[src/idw_pkg.sv]
// Package: constants of the identify parameter words 48 to 82 block
// Operation
// Word 48 reads zero, no dword I/O
// Word 49 sets flow-control ready bits 11, 10
// Word 50 reads 4000h, valid marker
// Words 51, 52 return legacy timing 0200h
// Word 53 bits 2..0 set, rest zero
// Words 54-58 current geometry, capacity low first
// Word 59 valid bit plus multiple count
// Words 60-61 user sectors, saturated above 28 bits
// Word 63 modes supported and selected bits
// At most one DMA mode selected
// Word 64 reads 0003h, PIO 3 and 4
// Word 65 minimum DMA cycle 120 ns
// Word 66 recommended DMA cycle 120 ns
// Word 67 PIO cycle 240 ns, no flow control
// Word 68 PIO cycle 120 ns, flow control
// Word 80 major version bitmap 007ch
// Word 81 minor version code 0019h
// Word 82 reports command set 746bh
// Protected area, security, SMART bits clearable
// Word 47 bounds the multiple count
// Words delivered ascending, 16 bits each
package idw_pkg;
  // Register byte offsets
  localparam logic [7:0] OFS_CTRL = 8'h00;
  localparam logic [7:0] OFS_GEOM = 8'h04;
  localparam logic [7:0] OFS_CAP_CUR = 8'h08;
  localparam logic [7:0] OFS_CAP_USER = 8'h0c;
  localparam logic [7:0] OFS_MODE = 8'h10;
  localparam logic [7:0] OFS_READ = 8'h14;
  localparam logic [7:0] OFS_STATUS = 8'h18;
  localparam logic [7:0] OFS_WORD_BASE = 8'h40;
  // Word range
  localparam logic [6:0] WORD_FIRST = 7'h30;
  localparam logic [6:0] WORD_LAST = 7'h52;
  // Constant words
  localparam logic [15:0] W48_DWORD_IO = 16'h0000;
  localparam logic [15:0] W49_CAPS = 16'h0c00;
  localparam logic [15:0] W50_CAPS = 16'h4000;
  localparam logic [15:0] W51_PIO_TIMING = 16'h0200;
  localparam logic [15:0] W52_DMA_TIMING = 16'h0200;
  localparam logic [15:0] W53_VALID = 16'h0007;
  localparam logic [15:0] W59_VALID_BIT = 16'h0100;
  localparam logic [15:0] W63_SUPPORTED = 16'h0007;
  localparam logic [15:0] W64_ADV_PIO = 16'h0003;
  localparam logic [15:0] W65_DMA_MIN_NS = 16'h0078;
  localparam logic [15:0] W66_DMA_REC_NS = 16'h0078;
  localparam logic [15:0] W67_PIO_NS = 16'h00f0;
  localparam logic [15:0] W68_PIO_FC_NS = 16'h0078;
  localparam logic [15:0] W80_MAJOR = 16'h007c;
  localparam logic [15:0] W81_MINOR = 16'h0019;
  localparam logic [15:0] W82_CMDSET = 16'h746b;
  localparam logic [15:0] W82_CLEARABLE = 16'h0403;
  // Multiple count limit from word 47 low byte
  localparam logic [7:0] MULT_MAX = 8'h10;
  localparam logic [27:0] LBA28_SAT = 28'hfffffff;
  // Reset values
  localparam logic [15:0] RST_CYLS = 16'h3fff;
  localparam logic [15:0] RST_HEADS = 16'h0010;
  localparam logic [15:0] RST_SPT = 16'h003f;
  localparam logic [31:0] RST_CAP = 32'h00fbfc10;
  localparam logic [1:0] DMA_MODE_NONE = 2'h3;
  // Control register fields
  localparam int CTRL_HPA_OFF = 0;
  localparam int CTRL_SEC_OFF = 1;
  localparam int CTRL_SMART_OFF = 2;
  localparam int CTRL_START = 8;
  // Reader states
  typedef enum logic [1:0] {
    IDW_IDLE = 2'b01,
    IDW_SEND = 2'b10
  } idw_state_e;
endpackage : idw_pkg

[src/idw_table.sv]
// Identify words 48 to 82 table, AHB-Lite register slave and word streamer
`timescale 1ns/100ps
`default_nettype none
module idw_table
(
  input wire logic hclk,
  input wire logic hresetn,
  input wire logic hsel,
  input wire logic [7:0] haddr,
  input wire logic [1:0] htrans,
  input wire logic hwrite,
  input wire logic [2:0] hsize,
  input wire logic [31:0] hwdata,
  input wire logic hready,
  output logic [31:0] hrdata,
  output logic hreadyout,
  output logic hresp,
  output logic [15:0] word_data,
  output logic word_valid,
  input wire logic word_ready,
  output logic word_last
);

  //////////////////////////////////////////////////////////////////////////
  // Bus address phase capture
  logic ap_wr, ap_rd, next_ap_wr, next_ap_rd;
  logic [7:0] ap_addr, next_ap_addr;
  logic take;

  assign take = hsel && hready && htrans[1];
  assign hreadyout = 1'b1;
  assign hresp = 1'b0;

  // Address phase latch
  always_comb
  begin
    next_ap_wr = take && hwrite;
    next_ap_rd = take && !hwrite;
    next_ap_addr = take ? haddr : ap_addr;
  end

  always_ff @(posedge hclk or negedge hresetn)
  begin
    if (!hresetn)
    begin
      ap_wr <= 1'b0;
      ap_rd <= 1'b0;
      ap_addr <= 8'h00;
    end
    else
    begin
      ap_wr <= next_ap_wr;
      ap_rd <= next_ap_rd;
      ap_addr <= next_ap_addr;
    end
  end

  //////////////////////////////////////////////////////////////////////////
  // Live drive settings written by firmware
  logic [2:0] feat_off, next_feat_off;
  logic [15:0] cyls, heads, spt, next_cyls, next_heads, next_spt;
  logic [31:0] cap_cur, next_cap_cur;
  logic [47:0] native_max, next_native_max;
  logic mult_valid, next_mult_valid;
  logic [7:0] mult_cnt, next_mult_cnt;
  logic [1:0] dma_mode, next_dma_mode;
  logic start;

  assign start = ap_wr && (ap_addr == idw_pkg::OFS_CTRL)
    && hwdata[idw_pkg::CTRL_START];

  // Register writes
  always_comb
  begin
    next_feat_off = feat_off;
    next_cyls = cyls;
    next_heads = heads;
    next_spt = spt;
    next_cap_cur = cap_cur;
    next_native_max = native_max;
    next_mult_valid = mult_valid;
    next_mult_cnt = mult_cnt;
    next_dma_mode = dma_mode;
    if (ap_wr)
    begin
      case (ap_addr)
        idw_pkg::OFS_CTRL:
          next_feat_off = hwdata[2:0];
        idw_pkg::OFS_GEOM:
        begin
          next_cyls = hwdata[15:0];
          next_heads = {8'h00, hwdata[23:16]};
          next_spt = {8'h00, hwdata[31:24]};
        end
        idw_pkg::OFS_CAP_CUR:
          next_cap_cur = hwdata;
        idw_pkg::OFS_CAP_USER:
          next_native_max = {16'h0000, hwdata};
        idw_pkg::OFS_MODE:
        begin
          // count bounded by word 47
          if (hwdata[7:0] <= idw_pkg::MULT_MAX)
          begin
            next_mult_cnt = hwdata[7:0];
            next_mult_valid = hwdata[8];
          end
          // single selected mode
          next_dma_mode = hwdata[17:16];
        end
        default:
          next_feat_off = feat_off;
      endcase
    end
  end

  always_ff @(posedge hclk or negedge hresetn)
  begin
    if (!hresetn)
    begin
      feat_off <= 3'h0;
      cyls <= idw_pkg::RST_CYLS;
      heads <= idw_pkg::RST_HEADS;
      spt <= idw_pkg::RST_SPT;
      cap_cur <= idw_pkg::RST_CAP;
      native_max <= {16'h0000, idw_pkg::RST_CAP};
      mult_valid <= 1'b0;
      mult_cnt <= 8'h00;
      dma_mode <= idw_pkg::DMA_MODE_NONE;
    end
    else
    begin
      feat_off <= next_feat_off;
      cyls <= next_cyls;
      heads <= next_heads;
      spt <= next_spt;
      cap_cur <= next_cap_cur;
      native_max <= next_native_max;
      mult_valid <= next_mult_valid;
      mult_cnt <= next_mult_cnt;
      dma_mode <= next_dma_mode;
    end
  end

  //////////////////////////////////////////////////////////////////////////
  // Word table lookup
  logic [27:0] user_sect;
  logic [15:0] w63_sel, w82;

  // saturate above 28 bits
  assign user_sect = (native_max[47:28] != 20'h00000) ? idw_pkg::LBA28_SAT
    : native_max[27:0];
  // selected mode bits
  assign w63_sel = (dma_mode == idw_pkg::DMA_MODE_NONE) ? 16'h0000
    : (16'h0100 << dma_mode);
  // overlay clears features
  assign w82 = idw_pkg::W82_CMDSET & ~{5'h00, feat_off[0], 8'h00,
    feat_off[1], feat_off[2]};

  function automatic logic [15:0] word_at(input logic [6:0] idx);
    logic [15:0] w;
    w = 16'h0000;
    case (idx)
      // no dword I/O
      7'd48: w = idw_pkg::W48_DWORD_IO;
      // flow control ready
      7'd49: w = idw_pkg::W49_CAPS;
      // word valid marker
      7'd50: w = idw_pkg::W50_CAPS;
      // legacy timing modes
      7'd51: w = idw_pkg::W51_PIO_TIMING;
      7'd52: w = idw_pkg::W52_DMA_TIMING;
      // validity flags
      7'd53: w = idw_pkg::W53_VALID;
      // current geometry words
      7'd54: w = cyls;
      7'd55: w = heads;
      7'd56: w = spt;
      7'd57: w = cap_cur[15:0];
      7'd58: w = cap_cur[31:16];
      // multiple setting word
      7'd59: w = (mult_valid ? idw_pkg::W59_VALID_BIT : 16'h0000)
        | {8'h00, mult_cnt};
      7'd60: w = user_sect[15:0];
      7'd61: w = {4'h0, user_sect[27:16]};
      7'd63: w = idw_pkg::W63_SUPPORTED | w63_sel;
      // advanced PIO modes
      7'd64: w = idw_pkg::W64_ADV_PIO;
      // minimum DMA cycle
      7'd65: w = idw_pkg::W65_DMA_MIN_NS;
      // recommended DMA cycle
      7'd66: w = idw_pkg::W66_DMA_REC_NS;
      // PIO cycle unpaced
      7'd67: w = idw_pkg::W67_PIO_NS;
      // PIO cycle paced
      7'd68: w = idw_pkg::W68_PIO_FC_NS;
      // major version bitmap
      7'd80: w = idw_pkg::W80_MAJOR;
      // minor version code
      7'd81: w = idw_pkg::W81_MINOR;
      // command set word
      7'd82: w = w82;
      default: w = 16'h0000;
    endcase
    return w;
  endfunction : word_at

  //////////////////////////////////////////////////////////////////////////
  // Streamer of words 48 to 82
  idw_pkg::idw_state_e state, next_state;
  logic [6:0] idx, next_idx;
  logic [15:0] next_word_data;
  logic busy;

  assign busy = (state == idw_pkg::IDW_SEND);
  assign word_valid = busy;
  assign word_last = busy && (idx == idw_pkg::WORD_LAST);

  // ascending word order
  always_comb
  begin
    next_state = state;
    next_idx = idx;
    next_word_data = word_data;
    case (state)
      idw_pkg::IDW_IDLE:
        if (start)
        begin
          next_state = idw_pkg::IDW_SEND;
          next_idx = idw_pkg::WORD_FIRST;
          next_word_data = word_at(idw_pkg::WORD_FIRST);
        end
      idw_pkg::IDW_SEND:
        if (word_ready)
        begin
          if (idx == idw_pkg::WORD_LAST)
            next_state = idw_pkg::IDW_IDLE;
          else
          begin
            next_idx = idx + 7'd1;
            next_word_data = word_at(idx + 7'd1);
          end
        end
      default:
        next_state = idw_pkg::IDW_IDLE;
    endcase
  end

  always_ff @(posedge hclk or negedge hresetn)
  begin
    if (!hresetn)
    begin
      state <= idw_pkg::IDW_IDLE;
      idx <= idw_pkg::WORD_FIRST;
      word_data <= 16'h0000;
    end
    else
    begin
      state <= next_state;
      idx <= next_idx;
      word_data <= next_word_data;
    end
  end

  //////////////////////////////////////////////////////////////////////////
  // Read data
  logic [31:0] next_hrdata;
  logic [7:0] win_ofs;
  logic [6:0] rd_idx;

  // One aligned 32-bit slot per identify word
  assign win_ofs = ap_addr - idw_pkg::OFS_WORD_BASE;
  assign rd_idx = {1'b0, win_ofs[7:2]};

  always_comb
  begin
    next_hrdata = 32'h0000_0000;
    if (ap_rd)
    begin
      if (ap_addr >= idw_pkg::OFS_WORD_BASE)
        next_hrdata = {16'h0000, word_at(rd_idx + idw_pkg::WORD_FIRST)};
      else
        case (ap_addr)
          idw_pkg::OFS_CTRL: next_hrdata = {29'h0, feat_off};
          idw_pkg::OFS_GEOM: next_hrdata = {spt[7:0], heads[7:0], cyls};
          idw_pkg::OFS_CAP_CUR: next_hrdata = cap_cur;
          idw_pkg::OFS_CAP_USER: next_hrdata = native_max[31:0];
          idw_pkg::OFS_MODE: next_hrdata = {14'h0, dma_mode, 7'h0,
            mult_valid, mult_cnt};
          idw_pkg::OFS_STATUS: next_hrdata = {24'h0, busy, idx};
          default: next_hrdata = 32'h0000_0000;
        endcase
    end
  end

  // Read data, driven combinationally from the latched address, not registered
  assign hrdata = next_hrdata;
endmodule : idw_table
`default_nettype wire

[config.mk]
export PLATFORM = sky130hd
export DESIGN_NAME = idw_table
export DESIGN_NICKNAME = d
export VERILOG_FILES = /design/src/idw_pkg.sv /design/src/idw_table.sv
export SDC_FILE = /design/constraint.sdc
export NUM_CORES = 1
export LEC_CHECK = 0
export BUFFER_PORTS_ARGS = -buffer_cell sky130_fd_sc_hd__buf_2
export CORE_MARGIN = 4
export CORE_UTILIZATION = 40
export DETAILED_ROUTE_END_ITERATION = 6
export MAX_ROUTING_LAYER = met4
export SYNTH_ARGS = -nofsm -noshare
export SYNTH_HDL_FRONTEND = slang
export SYNTH_SLANG_ARGS = --single-unit
export TNS_END_PERCENT = 50
[constraint.sdc]
create_clock -name hclk -period 3.4 [get_ports hclk]
set_input_delay 0.85 -clock hclk [delete_from_list [all_inputs] [get_ports hclk]]
set_output_delay 0.85 -clock hclk [all_outputs]
set_load 0.01 [all_outputs]
==> impl_metrics.env <==
export IMPL_outcome="finished clean"
export IMPL_critPathLaunchType="flop"
export IMPL_syn_area_mm2=0.00922
export IMPL_max_slew_margin_rel_pct=48.5
export IMPL_fp_row_count=55
export IMPL_cts_sinks=145
export IMPL_clock_skew_final_ns=0.0116
export IMPL_fillers=2093
export IMPL_wl_per_cell_um=26.2
export IMPL_fin_nets=1126
export IMPL_path_class="reg2out"
export IMPL_synth_area_leaders="dfrtp_1 25%, mux2_2 17%, dfstp_2 15%, a22oi_1 3.7%, o21ai_0 3.5%"
export IMPL_drive_above_1_share_pct=43.2
export IMPL_finalSetupTns_ns=0
export IMPL_leakage_nw=4.60
export IMPL_overflow=0
export IMPL_die_w_um=160
export IMPL_p_seq_share_pct=40.9
export IMPL_final_core_util_pct=50.0
export IMPL_p_total_mw=4.99
export IMPL_synth_cell_type_count=73
export IMPL_cp_max_fo=4
export IMPL_first_iter_violations=1224
export IMPL_synth_edf_count=0
export IMPL_setup_viol=0
export IMPL_ios=103
export IMPL_start_util_pct=40.7
export IMPL_ff_latch_area_mm2=0.00370
export IMPL_powerDensity_mw_per_mm2=441
export IMPL_synth_top_cell_area_share_pct=24.7
export IMPL_via_per_inst=6.43
export IMPL_area_delta_synth_final_pct=22.8
export IMPL_cts_made_buffers=17
export IMPL_hold_viol=0
export IMPL_synthCells=941
export IMPL_htreeDepth=4
export IMPL_synth_ff_type="dfrtp_1"
export IMPL_period_share_pct=98.7
export IMPL_hold_path_class="in2async"
export IMPL_worstPathArrival_ns=2.51
export IMPL_drt_wl_total_um=35900
export IMPL_maxCapViolations=0
export IMPL_ys_warn_count=0
export IMPL_peakVddDrop_mv=0.268
export IMPL_p_clk_share_pct=36.3
export IMPL_multi_input_area_mm2=0.00529
export IMPL_core_area_mm2=0.0226
export IMPL_yosys_area_top_type="dfrtp_1"
export IMPL_dpl_cell_area_mm2=0.0104
export IMPL_synth_net_count=997
export IMPL_switchingPower_mw=1.65
export IMPL_clk_path_buf_depth=2
export IMPL_yosysSeqAreaShare_pct=40.1
export IMPL_ctsHoldBuffers=0
export IMPL_internal_power_mw=3.34
export IMPL_fmax_ghz=0.298
export IMPL_ys_seq_elements=145
export IMPL_vias=8808
export IMPL_rsz0062_at_grt="true"
export IMPL_die_h_um=160
export IMPL_final_area_mm2=0.0113
export IMPL_grt_pass1_wl_um=53800
export IMPL_worst_pin_slew_ns=0.754
export IMPL_design_die_area_mm2=0.0255
export IMPL_async_flop_share_pct=100
export IMPL_fin_cells=1369
export IMPL_ant_nets=0
export IMPL_slew_viol_final=0
export IMPL_crit_required_ns=2.55
export IMPL_antenna_found_initial=1
export IMPL_comb_power_share_pct=22.8
export IMPL_path_clk_slew_ns=0.07
export IMPL_end_kind="output pin"
export IMPL_cts_tree="done"
export IMPL_io_buffers=96
export IMPL_grt_max_degree=67
export IMPL_first_global_vias=8433
export IMPL_dp_hpwl_um=25500
export IMPL_drcViolationCount=0
export IMPL_cts_root_buf="clkbuf_16"
export IMPL_place_congestion=0.974
export IMPL_syn_avg_cell_area_um2=9.79
export IMPL_finalCriticalPeriod_ns=3.36
export IMPL_dpl_cell_count=1316
export IMPL_clock_latency_ns=0.44
export IMPL_swShare_pct=33.1
export IMPL_grtUsageTotal_pct=28.3
export IMPL_drtPass1Iterations=7
-- timing repair --
action | in CTS | in global routing
gates resized for setup | 20 | 30
pin swaps | 3 | 5
buffers inserted | 6 | 11
setup endpoints to repair | 30 | 15
gates cloned | 1 | 2
-- layout make-up --
cell class                      instances  share of cell area, %
Tap cell                              285                   3.15
Sequential cell                       145                   32.7
Inverter                               10                  0.332
Multi-Input combinational cell        704                   46.7
Timing Repair Buffer                  192                   12.2
Antenna cell                            1                 0.0221
Clock buffer                           18                   3.79
Clock inverter                         14                   1.07
-- worst paths after layout --
| kind | cells past startpoint | slack, ns | start | endpoint |
|---|---|---|---|---|
| worst max-delay path | 7 | 0.04 | ap_addr[0]$_DFFE_PN0P_ | hrdata[6] |
| worst min-delay path | 1 | 0.35 | hresetn | cap_cur[30]$_DFFE_PN0P_ |
| min in group hclk | 2 | 0.48 | word_data[14]$_DFFE_PN0P_ | word_data[14]$_DFFE_PN0P_ |
| max in group asynchronous | 2 | 2.23 | hresetn | state[0]$_DFFE_PN1P_ |
| worst max register to register | 7 | 0.40 | idx[0]$_DFFE_PN0P_ | word_data[2]$_DFFE_PN0P_ |
| worst min register to register | 2 | 0.48 | word_data[14]$_DFFE_PN0P_ | word_data[14]$_DFFE_PN0P_ |
-- through the flow --
step	hold WS, ns	setup slack, ns
finish	0.348	0.0449
global route	0.369	-0.0495
detailed placement	0.469	0.194
floorplan	0.487	0.502
global placement	0.460	0.177
CTS	0.356	0.00120
-- per-layer routing --
metal  global-route usage (%)  vias up  routed length [um]
met4                     10.5        0                1490
met1                     38.5     4318               15400
met3                     6.25      109                3160
li1                         -     3852                   -
met2                     41.6      529               15900
met5                        -        -                   0
-- state kept, by name, summed over array words and instances (netlist names) --
| name | flops |
|---|---|
| state | 2 |
| native_max | 32 |
| ap_wr | 1 |
| mult_cnt | 8 |
| heads | 8 |
| word_data | 16 |
| mult_valid | 1 |
| idx | 7 |
| spt | 8 |
| ap_rd | 1 |
| ap_addr | 8 |
| cap_cur | 32 |
| cyls | 16 |
| dma_mode | 2 |
| feat_off | 3 |
-- synthesized netlist by cell type, drive strengths merged (6+ instances only) --
cell,count
or3,8
nor3,18
nand2,71
nand2b,13
mux2,143
a222oi,8
nand4,8
o211ai,18
nor4,9
o21ai,64
nand3,22
a221oi,15
inv,10
nor2,67
nor2b,10
o31ai,6
mux2i,8
a22oi,45
clkbuf,55
dfrtp,91
o22ai,12
dfstp,54
a21oi,36
a22o,11
buf,28
a31oi,14
-- worst max-delay path: stages, from the launching register on --
cell	delay [ns]
dfrtp_1	0.41
or4_4	0.60
nor3_4	0.17
nand2_2	0.13
o22a_1	0.23
a21oi_1	0.18
o22a_1	0.21
buf_2	0.15
-- power groups by stage --
stage / combinational [mW] / sequential, mW / clock, mW
3_5_place_dp: 0.997 / 2.06 / 0
3_3_place_gp: 0.997 / 2.06 / 0
2_1_floorplan: 0.656 / 1.96 / 0
6_report: 1.14 / 2.04 / 1.81
4_1_cts: 1.03 / 2.03 / 1.85
5_1_grt: 1.21 / 2.05 / 1.91
-- logic make-up after synthesis --
family / synth area share (%)
AND/OR/NAND/NOR: 13.8
buffers and inverters: 4.03
flip-flops: 40.1
other: 0.0815
adder cells (fa/ha/maj): 0.679
multiplexers: 19.6
XOR/XNOR: 0.475
AO/OA/AOI/OAI: 21.2
-- cell usage in the layout, fill, tap and decap left out, types with 15 or more instances in the layout --
cell type	instances
nor2_1	61
dfrtp_1	85
a21oi_1	35
nand2_1	67
a22oi_1	44
o21ai_0	63
buf_2	95
nand3_1	19
clkbuf_16	19
a221oi_1	15
dfstp_2	54
o211ai_1	18
buf_4	77
mux2_2	143
Power figures use the tool's default switching activity.
